--- src/core/cmt_defines.svh ---
// Register commands, field positions, reset values and timing constants.
`ifndef CMT_DEFINES_SVH
`define CMT_DEFINES_SVH
`define CMT_DIR_BIT 7
`define CMT_CMD_MON_LOW 7'h0B
`define CMT_CMD_MON_HIGH 7'h0C
`define CMT_CMD_RECOG 7'h0D
`define CMT_CMD_RECOG_BRK 7'h0E
`define CMT_CMD_END_DET 7'h0F
`define CMT_CMD_END_BRK 7'h10
`define CMT_CMD_IRQ_MASK 7'h11
`define CMT_RST_RECOG 8'h13
`define CMT_RST_RECOG_BRK 8'h19
`define CMT_RST_END_DET 8'h40
`define CMT_RST_END_BRK 8'h64
`define CMT_RST_IRQ_MASK 5'h1F
`define CMT_MASK_GK 4
`define CMT_MASK_HK 3
`define CMT_MASK_OVERHEAT_STATUS 2
`define CMT_MASK_RAMP 1
`define CMT_MASK_GKP 0
`define CMT_RECOG_STEP_MS 16
`define CMT_BREAK_STEP_MS 4
`define CMT_END_STEP_MS 4
`define CMT_END_BRK_STEP_MS 1
`endif

--- src/core/cmt_pkg.sv ---
// Types shared by the channel monitor and tone timing register bank.
package cmt_pkg;
    typedef logic [7:0] cmt_byte_t;
    typedef logic [6:0] cmt_cmd_t;
endpackage : cmt_pkg

--- src/core/cmt_regs.sv ---
// Channel monitor, tone timing and line event mask register bank.
`timescale 1ns/10ps
`include "cmt_defines.svh"
module cmt_regs (
    input wire logic clk_sys,
    input wire logic arst_n,
    input wire logic cmd_valid,
    input wire logic [7:0] cmd_byte,
    input wire logic [7:0] wr_data,
    input wire logic microprocessor_port_mode,
    input wire logic compressed_mode,
    input wire logic tx_sample_valid,
    input wire logic [15:0] tx_sample,
    input wire logic [3:0] ground_key_status,
    input wire logic [3:0] off_hook_status,
    input wire logic overheat_status,
    input wire logic ramp_done_status,
    input wire logic ground_key_polarity_status,
    output logic [7:0] rd_data,
    output logic rd_valid,
    output logic cmd_error,
    output logic [7:0] recognition_time_field,
    output logic [7:0] recognition_break_field,
    output logic [7:0] end_detect_field,
    output logic [7:0] end_break_field,
    output logic [4:0] line_event_irq_mask,
    output logic line_event_irq
);
    cmt_pkg::cmt_byte_t mon_low, next_mon_low;
    cmt_pkg::cmt_byte_t mon_high, next_mon_high;
    cmt_pkg::cmt_byte_t next_recog, next_recog_brk;
    cmt_pkg::cmt_byte_t next_end_det, next_end_brk;
    logic [4:0] next_mask;
    cmt_pkg::cmt_byte_t next_rd_data;
    logic next_rd_valid, next_cmd_error, next_irq;
    logic [3:0] gk_q, hk_q;
    logic ot_q, ramp_q, gkp_q;
    logic is_read;
    cmt_pkg::cmt_cmd_t cmd;

    // Read and write commands share the low seven bits of the code.
    function automatic logic known_cmd(input cmt_pkg::cmt_cmd_t c);
        return c >= `CMT_CMD_MON_LOW && c <= `CMT_CMD_IRQ_MASK;
    endfunction : known_cmd

    always_comb begin
        cmd = cmd_byte[6:0];
        is_read = ~cmd_byte[`CMT_DIR_BIT];
        next_mon_low = mon_low;
        next_mon_high = mon_high;
        // One capture per sample loads both bytes together; compressed mode takes the low byte and zeroes the high byte.
        if (tx_sample_valid) begin
            if (compressed_mode) begin
                next_mon_low = tx_sample[7:0];
                next_mon_high = 8'h00;
            end else begin
                next_mon_low = tx_sample[7:0];
                next_mon_high = tx_sample[15:8];
            end
        end
        next_recog = recognition_time_field;
        next_recog_brk = recognition_break_field;
        next_end_det = end_detect_field;
        next_end_brk = end_break_field;
        next_mask = line_event_irq_mask;
        next_rd_data = 8'h00;
        next_rd_valid = 1'b0;
        next_cmd_error = 1'b0;
        if (cmd_valid) begin
            if (!known_cmd(cmd)) begin
                next_cmd_error = 1'b1;
            end else if (is_read) begin
                next_rd_valid = 1'b1;
                unique case (cmd)
                    `CMT_CMD_MON_LOW: begin
                        next_rd_data = mon_low;
                        next_cmd_error = ~microprocessor_port_mode;
                    end
                    `CMT_CMD_MON_HIGH: begin
                        next_rd_data = compressed_mode ? 8'h00 : mon_high;
                        next_cmd_error = ~microprocessor_port_mode;
                    end
                    `CMT_CMD_RECOG: next_rd_data = recognition_time_field;
                    `CMT_CMD_RECOG_BRK: next_rd_data = recognition_break_field;
                    `CMT_CMD_END_DET: next_rd_data = end_detect_field;
                    `CMT_CMD_END_BRK: next_rd_data = end_break_field;
                    default: next_rd_data = {3'h0, line_event_irq_mask};
                endcase
            end else begin
                unique case (cmd)
                    `CMT_CMD_RECOG: next_recog = wr_data;
                    `CMT_CMD_RECOG_BRK: next_recog_brk = wr_data;
                    `CMT_CMD_END_DET: next_end_det = wr_data;
                    `CMT_CMD_END_BRK: next_end_brk = wr_data;
                    `CMT_CMD_IRQ_MASK: next_mask = wr_data[4:0];
                    default: next_cmd_error = 1'b1;
                endcase
            end
        end
        next_irq =
            (|(ground_key_status ^ gk_q) & ~line_event_irq_mask[`CMT_MASK_GK])
            | (|(off_hook_status ^ hk_q) & ~line_event_irq_mask[`CMT_MASK_HK])
            | (overheat_status & ~ot_q & ~line_event_irq_mask[`CMT_MASK_OVERHEAT_STATUS])
            | (ramp_done_status & ~ramp_q
               & ~line_event_irq_mask[`CMT_MASK_RAMP])
            | ((ground_key_polarity_status ^ gkp_q)
               & ~line_event_irq_mask[`CMT_MASK_GKP]);
    end

    always_ff @(posedge clk_sys or negedge arst_n) begin
        if (!arst_n) begin
            mon_low <= 8'h00;
            mon_high <= 8'h00;
            recognition_time_field <= `CMT_RST_RECOG;
            recognition_break_field <= `CMT_RST_RECOG_BRK;
            end_detect_field <= `CMT_RST_END_DET;
            end_break_field <= `CMT_RST_END_BRK;
            line_event_irq_mask <= `CMT_RST_IRQ_MASK;
            rd_data <= 8'h00;
            rd_valid <= 1'b0;
            cmd_error <= 1'b0;
            line_event_irq <= 1'b0;
            gk_q <= 4'h0;
            hk_q <= 4'h0;
            ot_q <= 1'b0;
            ramp_q <= 1'b0;
            gkp_q <= 1'b0;
        end else begin
            mon_low <= next_mon_low;
            mon_high <= next_mon_high;
            recognition_time_field <= next_recog;
            recognition_break_field <= next_recog_brk;
            end_detect_field <= next_end_det;
            end_break_field <= next_end_brk;
            line_event_irq_mask <= next_mask;
            rd_data <= next_rd_data;
            rd_valid <= next_rd_valid;
            cmd_error <= next_cmd_error;
            line_event_irq <= next_irq;
            gk_q <= ground_key_status;
            hk_q <= off_hook_status;
            ot_q <= overheat_status;
            ramp_q <= ramp_done_status;
            gkp_q <= ground_key_polarity_status;
        end
    end
endmodule : cmt_regs

--- config.mk ---
export PLATFORM = sky130hd
export DESIGN_NAME = cmt_regs
export DESIGN_NICKNAME = d
export VERILOG_FILES = /design/src/core/cmt_pkg.sv /design/src/core/cmt_regs.sv
export VERILOG_INCLUDE_DIRS = /design/src /design/src/core
export SDC_FILE = /design/constraint.sdc
export NUM_CORES = 1
export LEC_CHECK = 0
export ABC_AREA = 0
export BUFFER_PORTS_ARGS = -buffer_cell sky130_fd_sc_hd__buf_2
export CORE_MARGIN = 2
export CORE_UTILIZATION = 52
export DETAILED_ROUTE_END_ITERATION = 8
export PLACE_DENSITY_LB_ADDON = 0.3
export SLEW_MARGIN = 20
export SYNTH_ARGS = -nofsm -noshare
export SYNTH_HDL_FRONTEND = slang
export SYNTH_SLANG_ARGS = --single-unit
--- constraint.sdc ---
create_clock -name clk_sys -period 1.9 [get_ports clk_sys]
set_input_delay 0.095 -clock clk_sys [delete_from_list [all_inputs] [get_ports clk_sys]]
set_output_delay 0.095 -clock clk_sys [all_outputs]
set_load 0.05 [all_outputs]
==> results.json, run 1 <==
{
  "cp_slowest_cell": "dlygate4sd3_1",
  "maxSlewViolCount": 0,
  "gr-usage-all-layers_pct": 26.4,
  "critPathKind": "in -> reg",
  "whs_ps": 36.2,
  "status": "finished with violations",
  "core_area_mm2": 0.00642,
  "place_ws_ps": 106,
  "clockPowerShare_pct": 34.3,
  "gp_congestion": 0.890,
  "viasPerCell": 5.57,
  "slowest_delay_ps": 560,
  "ant_nets": 0,
  "stdcell_area_mm2": 0.00458,
  "worst_pin_slew_ps": 485,
  "grt_max_degree": 76,
  "violations": "DRC",
  "cts.repair.resized": 0,
  "firstDrtPassIters": 6,
  "wl_per_cell_um": 18.0,
  "cts_tree": "built",
  "core.rowCount": 29,
  "cts_setup_buffers": 0,
  "crit_family": "buffers and inverters",
  "yosysUniqueCellTypes": 50,
  "synth_top_family_by_area": "multiplexers",
  "power.internal_w": 0.00252,
  "muxShareOfSynthArea_pct": 16.3,
  "cts_buffers": 9,
  "numPlacedInstances": 458,
  "p_leak_nw": 2.21,
  "num_vias": 2809,
  "dp_hpwl_um": 6280,
  "fin_skew_ps": 3.02,
  "yosys.area_share.simple_pct": 12.7,
  "antenna_found_initial": 0,
  "synthCells": 288,
  "final-setup-viol-count": 0,
  "area_growth_pct": 31.7,
  "grt_setup_unrepaired": "no",
  "peakVddDrop_v": 0.000637,
  "ios": 97,
  "final_nets": 471,
  "drc": 4,
  "worstPathArrival_ps": 1840,
  "crit_fanout": 7,
  "avgSynthCellArea_um2": 12.1,
  "critPathLaunchType": "input pin",
  "setup_ws_ps": 294,
  "synth_ff_type": "dfrtp_1",
  "htree_levels": 3,
  "synth-seq-area-share_pct": 54.5,
  "powerDensity_mw_per_mm2": 766,
  "relSlewSlack_pct": 67.2,
  "clock-root-buffer": "clkbuf_8",
  "ys_ff_latch": 75,
  "crit_required_ps": 2130,
  "synthXorXnorAreaFrac_pct": 2.27,
  "synth_async_sr_flop_share_pct": 100,
  "grt_pass1_vias": 2849,
  "grt_overflow": 0,
  "max_clock_freq_mhz": 623,
  "dpl-instance-area_mm2": 0.00409,
  "swShare_pct": 28.3,
  "ctsHoldBuffers": 30,
  "setup_tns_ps": 0,
  "dieArea_mm2": 0.00736,
  "synthesis.area_mm2": 0.00348,
  "yosys_warnings": 0,
  "endpoint_kind": "flop",
  "p_seq_share_pct": 49.8,
  "min_path_type": "in -> reg",
  "routed_wl_um": 9060,
  "synth_compound_area_share_pct": 10.6,
  "path_clk_slew_ps": 80,
  "die_x_um": 85.8,
  "maxCapViolCount": 0,
  "n_antenna_cell": 0,
  "drive_gt1_share_pct": 45.4,
  "crit_buf_inv": 3,
  "clock_sinks": 75,
  "switching_power_w": 0.000993,
  "finalCritPeriodShare_pct": 84.5,
  "cts_max_path_buffers": 2,
  "p_comb_share_pct": 15.9,
  "min_period_ps": 1610,
  "synth_fa_ha_area_share_pct": 0,
  "port_buffers": 96,
  "die_h_um": 85.8,
  "path_cells": "buf_2 > or3b_1 > buf_4 > o22ai_1 > nor2b_1 > a221oi_1 > dlygate4sd3_1",
  "insertion_delay_ps": 340,
  "hold_viol_final": 0,
  "synth_edf_count": 0,
  "grt_first_pass_wirelength_um": 14800,
  "start_util_pct": 54.2,
  "fin_cells": 504,
  "first_iter_violations": 182,
  "syn_nets": 337
}
==> layout by cell type (no fill, tap or decap), drive strengths merged, types with 2 or more instances in the layout <==
master,count
dfstp,15
mux2i,6
a21oi,14
buf,109
inv,14
nor2,13
a211oi,2
and2,5
a41o,2
mux2,45
o211ai,2
o31ai,2
clkbuf,10
a311oi,4
xnor2,9
nor3,7
or3b,4
nand2,8
nand2b,2
nand3b,13
a221oi,3
dfrtp,60
a32o,2
dlygate4sd3,30
o21ai,14
nand4,2
nand3,6
nor2b,2
or4,2
o22ai,2
clkinv,3
==> per-stage QoR <==
stage / total power, W / util (%)
2_1_floorplan: 0.00208 / -
3_3_place_gp: 0.00227 / 63.6
3_5_place_dp: 0.00228 / 63.6
4_1_cts: 0.00353 / 71.3
5_1_grt: 0.00366 / 71.3
6_report: 0.00351 / 71.3
==> sequential cells by signal (all words and copies together), names as in the netlist <==
| register | cells |
|---|---|
| end_detect_field | 8 |
| gk_q | 4 |
| ot_q | 1 |
| line_event_irq | 1 |
| rd_valid | 1 |
| end_break_field | 8 |
| ramp_q | 1 |
| hk_q | 4 |
| cmd_error | 1 |
| recognition_time_field | 8 |
| mon_low | 8 |
| line_event_irq_mask | 5 |
| mon_high | 8 |
| rd_data | 8 |
| recognition_break_field | 8 |
| gkp_q | 1 |
==> power groups by stage <==
stage          clock network, W  logic, W  registers (W)
3_5_place_dp                  0  0.000509        0.00178
6_report                0.00120  0.000559        0.00175
2_1_floorplan                 0  0.000180        0.00190
5_1_grt                 0.00131  0.000601        0.00176
3_3_place_gp                  0  0.000499        0.00177
4_1_cts                 0.00123  0.000558        0.00175
==> final timing paths <==
kind / start / endpoint / slack [ps] / depth (start not counted)
setup / recovery: cmd_byte[2] / cmd_error / 290 / 7
hold / removal: wr_data[7] / end_detect_field[7] / 40 / 2
setup reg to reg: end_break_field[6] / rd_data[6] / 470 / 4
hold reg to reg: mon_low[3] / mon_low[3] / 520 / 1
max in group asynchronous: arst_n / line_event_irq_mask[3] / 1250 / 3
min in group asynchronous: arst_n / end_detect_field[5] / 300 / 3
==> synthesized netlist by cell type (3+ instances only) <==
| master | n | share of area (%) |
|---|---|---|
| nand3_1 | 5 | 0.72 |
| mux2i_1 | 6 | 1.7 |
| mux2_2 | 45 | 15 |
| dfstp_2 | 15 | 11 |
| nand3b_1 | 13 | 2.8 |
| xnor2_1 | 9 | 2.3 |
| clkbuf_1 | 10 | 1.1 |
| a21oi_1 | 14 | 2.0 |
| nor3_1 | 7 | 1.0 |
| dfrtp_1 | 60 | 43 |
| or3b_2 | 3 | 0.76 |
| inv_1 | 13 | 1.4 |
| a311oi_1 | 4 | 1.0 |
| o21ai_0 | 14 | 2.0 |
| and2_1 | 5 | 0.90 |
| a221oi_1 | 3 | 0.76 |
| nor2_1 | 12 | 1.3 |
| nand2_1 | 7 | 0.76 |
==> logic make-up after synthesis <==
kind of cell,Yosys count
AO/OA/AOI/OAI,55
flip-flops,75
AND/OR/NAND/NOR,69
multiplexers,51
XOR/XNOR,9
buffers and inverters,29
==> cell type report <==
cell class / count / area (µm²)
clock inverter: 6 / 65.1
fill: 480 / 1840
multi-input combinational: 184 / 1460
inverter: 13 / 48.8
clock buffer: 10 / 128
timing repair buffer: 139 / 891
sequential: 75 / 1900
tap: 77 / 96.3
==> routing by layer <==
metal	vias up	GRT usage, %	part of all wire, %
met2	89	42.0	49
met4	0	9.96	1.8
li1	1322	-	-
met5	-	0	0
met1	1383	35.8	43
met3	15	5.77	5.6
No activity file was read; power rests on OpenSTA's default activity.
==> run 2, diff against run 1 <==
ABC_AREA = 1   (was 0)
CORE_UTILIZATION = 53   (was 52)
clock period = 1.6 ns   (was 1.9 ns; I/O delays follow)
==> results.json, run 2 <==
{
  "synth_edf_count": 0,
  "antenna_found_initial": 0,
  "final-setup-viol-count": 0,
  "finalCritPeriodShare_pct": 78.1,
  "ys_ff_latch": 75,
  "min_path_type": "in -> reg",
  "fin_skew_ps": 9.94,
  "endpoint": "line_event_irq_mask[1]",
  "critPathLaunchType": "flop",
  "insertion_delay_ps": 350,
  "grt_setup_unrepaired": "no",
  "relSlewSlack_pct": 71.0,
  "gr-usage-all-layers_pct": 24.7,
  "worst_pin_slew_ps": 435,
  "crit_required_ps": 1520,
  "cts_max_path_buffers": 2,
  "grt_max_degree": 76,
  "fin_cells": 622,
  "routed_wl_um": 8890,
  "syn_nets": 463,
  "path_cells": "buf_2",
  "port_buffers": 96,
  "synth_top_cell_by_area": "dfrtp_1",
  "ctsHoldBuffers": 26,
  "dp_hpwl_um": 6340,
  "crit_fanout": 4,
  "endpoint_kind": "output pin",
  "drive_gt1_share_pct": 29.9,
  "status": "completed",
  "numPlacedInstances": 580,
  "cts_tree": "built",
  "avgSynthCellArea_um2": 8.73,
  "r2r_setup_slack_ps": 450,
  "wl_per_cell_um": 14.3,
  "slowest_delay_ps": 560,
  "critPathKind": "reg -> out",
  "cts_buffers": 9,
  "ios": 97,
  "clock_sinks": 75,
  "peakVddDrop_v": 0.000522,
  "n_antenna_cell": 0,
  "synthTopCellsByArea": "dfrtp_1 (42%), dfstp_2 (11%), nand2_1 (10%), nand3_1 (6.8%), inv_1 (5.0%)",
  "crit_buf_inv": 1,
  "powerDensity_mw_per_mm2": 905,
  "final_cell_mix": "nand2_1 (98), buf_2 (96), dfrtp_1 (60)",
  "synth_commonest_cells": "nand2_1 (98), dfrtp_1 (60), nand3_1 (49)",
  "yosysUniqueCellTypes": 30,
  "grt_first_pass_wirelength_um": 14200,
  "dieArea_mm2": 0.00750,
  "yosys_warnings": 0,
  "htree_levels": 3,
  "crit_family": "flip-flops",
  "nFillCells": 550,
  "reg2reg_depth": 5,
  "hold_viol_final": 0,
  "final_nets": 586,
  "num_vias": 3213,
  "firstDrtPassIters": 5,
  "drc": 0,
  "first_iter_violations": 207,
  "core.rowCount": 30,
  "core_area_mm2": 0.00668,
  "maxSlewViolCount": 0,
  "die_h_um": 86.6,
  "viasPerCell": 5.17,
  "ant_nets": 0,
  "cp_slowest_cell": "dfstp_2",
  "max_clock_freq_mhz": 800,
  "synth_ff_type": "dfrtp_1",
  "p_leak_nw": 2.39,
  "yosysMostFrequentCell": "nand2_1",
  "worstReg2RegEnd": "line_event_irq",
  "cts.repair.resized": 0,
  "clock-root-buffer": "clkbuf_8",
  "grt_overflow": 0,
  "grt_pass1_vias": 3021,
  "final_common_cell": "nand2_1",
  "cp_num_cells": 1,
  "reg2reg_from": "line_event_irq_mask[0]",
  "synth-seq-area-share_pct": 52.4,
  "synthesis.area_mm2": 0.00361,
  "cts_setup_buffers": 0,
  "start_util_pct": 54.1,
  "maxCapViolCount": 0,
  "path_clk_slew_ps": 70,
  "min_period_ps": 1250,
  "hold_depth": 3,
  "synthCells": 414,
  "area_growth_pct": 27.8,
  "netlist.area_leader.share_pct": 41.5,
  "setup_tns_ps": 0,
  "setup.worst_path.start": "line_event_irq_mask[1]",
  "gp_congestion": 0.859,
  "worstPathArrival_ps": 1170,
  "die_x_um": 86.6,
  "synth_async_sr_flop_share_pct": 100
}
## run 2: cell types whose count changed in the layout (fill, tap and decap cells not counted), moves of 7 or more
cell      delta
a21oi_1     -10
nand3b_1    -13
o21ai_1     +29
o21ai_2      +8
nand3_1     +44
nand4_1      +8
inv_1       +35
nor3_1       -7
mux2_2      -40
buf_4       -11
nor2_1      +15
nand2_1     +91
## run 2: kinds of logic (layout without fill, tap and decap cells)
| group | count (synthesis) | after routing | synth area share [%] |
|---|---|---|---|
| XOR/XNOR | 6 | 6 | 1.45 |
| AO/OA/AOI/OAI | 64 | 64 | 9.93 |
| buffers and inverters | 63 | 191 | 7.65 |
| flip-flops | 75 | 75 | 52.4 |
| AND/OR/NAND/NOR | 201 | 201 | 27.0 |
| multiplexers | 5 | 5 | 1.56 |
## run 2: power breakdown
group	switching [W]	internal, W	leakage [nW]
Clock	0.000690	0.000768	0.0957
Combinational	0.000438	0.000212	1.36
Sequential	0.0000656	0.00201	0.932
## run 2: metrics by stage
step | setup WS (ps) | hold WS [ps] | total power, W | util, % | instance area, µm²
after floorplan | 336 | -216 | 0.00248 | - | 3610
after global placement | 316 | 140 | 0.00269 | 62.2 | 4160
after detailed placement | 245 | 145 | 0.00271 | 62.2 | 4160
after CTS | 339 | 1.64 | 0.00420 | 69.2 | 4620
after global routing | 320 | 8.09 | 0.00436 | 69.2 | 4620
final | 350 | 2.74 | 0.00418 | 69.2 | 4620
## run 2: how the worst min path moves through the flow
| stage | start | endpoint | slack, ps |
|---|---|---|---|
| after floorplan | arst_n | cmd_error | -220 |
| after global placement | arst_n | end_detect_field[2] | 140 |
| after detailed placement | arst_n | gkp_q | 140 |
| after CTS | tx_sample[11] | mon_high[3] | 2 |
| after global routing | tx_sample[11] | mon_high[3] | 8 |
| final | tx_sample[11] | mon_high[3] | 3 |
## run 2: metal layers
| metal | GRT usage, % | wire (µm) | up-vias |
|---|---|---|---|
| met3 | 4.57 | 608 | 17 |
| li1 | - | - | 1590 |
| met2 | 39.5 | 4180 | 119 |
| met4 | 9.80 | 182 | 0 |
| met1 | 33.5 | 3920 | 1487 |
| met5 | 0 | 0 | - |
## run 2: layout make-up
class                      instances  area, µm²  share of cell area (%)
sequential                        75       1900                    41.0
multi-input combinational        276       1440                    31.2
timing repair buffer             125        788                    17.1
inverter                          50        190                    4.12
clock buffer                      11        141                    3.06
tap                               80        100                    2.17
clock inverter                     5       62.6                    1.35
==> run 3, diff against run 2 <==
CORE_UTILIZATION = 47   (was 53)
clock period = 1.11 ns   (was 1.6 ns; I/O delays follow)
==> results.json, run 3 (same netlist as run 2, synthesis figures left out) <==
{
  "status": "finished with violations",
  "violations": "setup timing",
  "viasPerCell": 5.16,
  "final_nets": 617,
  "insertion_delay_ps": 360,
  "worstPathArrival_ps": 1130,
  "relSlewSlack_pct": 73.2,
  "final-setup-viol-count": 14,
  "hold_viol_final": 0,
  "place_ws_ps": -167,
  "max_clock_freq_mhz": 841,
  "ant_nets": 0,
  "fin_skew_ps": 12.3,
  "crit_fanout": 2,
  "critPathLaunchType": "flop",
  "min_path_type": "in -> reg",
  "switching_power_w": 0.00182,
  "drc": 0,
  "p_seq_share_pct": 45.1,
  "area_growth_pct": 43.1,
  "grt_setup_unrepaired": "yes",
  "cts_max_path_buffers": 2,
  "final_common_cell": "nand2_1",
  "maxCapViolCount": 0,
  "slowest_delay_ps": 550,
  "critPathKind": "reg -> out",
  "setup_tns_ps": -434,
  "first_iter_violations": 202,
  "endpoint_kind": "output pin",
  "dp_hpwl_um": 6850,
  "ios": 97,
  "n_antenna_cell": 0,
  "p_comb_share_pct": 16.8,
  "grt_first_pass_wirelength_um": 16200,
  "gr-usage-all-layers_pct": 24.7,
  "wl_per_cell_um": 15.3,
  "crit_required_ps": 1050,
  "htree_levels": 3,
  "swShare_pct": 27.4,
  "grt_overflow": 0,
  "dieArea_mm2": 0.00841,
  "clockPowerShare_pct": 38.1,
  "drive_gt1_share_pct": 38.0,
  "cts_tree": "built",
  "maxSlewViolCount": 0,
  "port_buffers": 96,
  "clock_sinks": 75,
  "core_area_mm2": 0.00733,
  "antenna_found_initial": 0,
  "firstDrtPassIters": 5,
  "nFillCells": 561,
  "worst_pin_slew_ps": 402,
  "setup_ws_ps": -79.6,
  "cts_buffers": 9,
  "path_cells": "buf_6 > buf_8",
  "clock-root-buffer": "clkbuf_8",
  "peakVddDrop_v": 0.000879,
  "routed_wl_um": 10300,
  "core.rowCount": 31,
  "final_cell_mix": "nand2_1 (93), buf_2 (78), dfrtp_1 (51)",
  "min_period_ps": 1190,
  "num_vias": 3466,
  "grt_pass1_vias": 3272,
  "finalCritPeriodShare_pct": 107,
  "grt_max_degree": 76,
  "start_util_pct": 49.3,
  "path_clk_slew_ps": 80,
  "cp_slowest_cell": "dfstp_2",
  "power.internal_w": 0.00483,
  "p_leak_nw": 2.59,
  "die_x_um": 91.7,
  "die_h_um": 91.7,
  "powerDensity_mw_per_mm2": 1290,
  "gp_congestion": 0.861
}
==> run 3: changes by cell type in the layout (fill, tap and decap cells not counted), moves of 5 or more <==
| cell | change |
|---|---|
| nand2_1 | -5 |
| buf_8 | +15 |
| dfrtp_1 | -9 |
| nand2_2 | +5 |
| dfrtp_2 | +9 |
| buf_4 | +23 |
| buf_2 | -18 |
==> run 3: power groups by stage <==
stage,registers (W),clock network [W],logic [W]
after floorplan,0.00326,0,0.000315
after global placement,0.00303,0,0.000908
after detailed placement,0.00304,0,0.000924
after CTS,0.00299,0.00256,0.00109
after global routing,0.00302,0.00267,0.00120
final,0.00300,0.00254,0.00112
==> run 3: worst paths after layout <==
kind / from / end / slack [ps] / depth (start not counted)
setup / recovery: line_event_irq_mask[0] / line_event_irq_mask[0] / -80 / 2
hold / removal: wr_data[7] / end_detect_field[7] / 30 / 3
setup reg to reg: line_event_irq_mask[1] / rd_data[1] / -10 / 6
hold reg to reg: recognition_time_field[0] / recognition_time_field[0] / 510 / 2
max in group asynchronous: arst_n / end_break_field[5] / 490 / 3
min in group asynchronous: arst_n / end_break_field[1] / 260 / 3
==> run 3: per-stage QoR <==
step                utilization [%]  instances  hold WS [ps]  total power [W]  area (µm²)
finish                         70.6        672          32.2          0.00666        5170
CTS                            69.6        671          20.1          0.00664        5100
detailed placement             59.3        618           119          0.00396        4350
floorplan                         -        414          -240          0.00358        3630
global placement               59.3        618           116          0.00394        4350
global route                   70.6        672          46.7          0.00689        5170
==> run 3: what timing repair did <==
item | 4_1_cts | 5_1_grt
gates cloned | 0 | 0
hold buffers | 29 | 0
resized for setup | 50 | 20
setup buffers | 8 | 1
pin swaps | 3 | 12
endpoints found under the hold margin | 89 | 0
setup endpoints to repair | 16 | 25
==> run 3: cell type report <==
type	count	area, µm²	area share, %
Clock buffer	10	128	2.47
Clock inverter	6	115	2.23
Inverter	50	190	3.68
Multi-Input combinational cell	276	1500	28.9
Sequential cell	75	1910	36.9
Tap cell	99	124	2.39
Timing Repair Buffer	156	1210	23.5
==> run 3: metal layers <==
metal | GRT usage, % | part of all wire, % | up-vias
met5 | 0 | 0 | -
met2 | 40.3 | 50 | 132
met1 | 32.6 | 41 | 1652
li1 | - | - | 1660
met4 | 10.4 | 2.9 | 0
met3 | 4.35 | 6.1 | 22
==> run 3: worst max-delay path, delay by kind of cell, from the launching register on <==
kind                   cells  cell delay, ps
flip-flops                 1             550
buffers and inverters      2             230
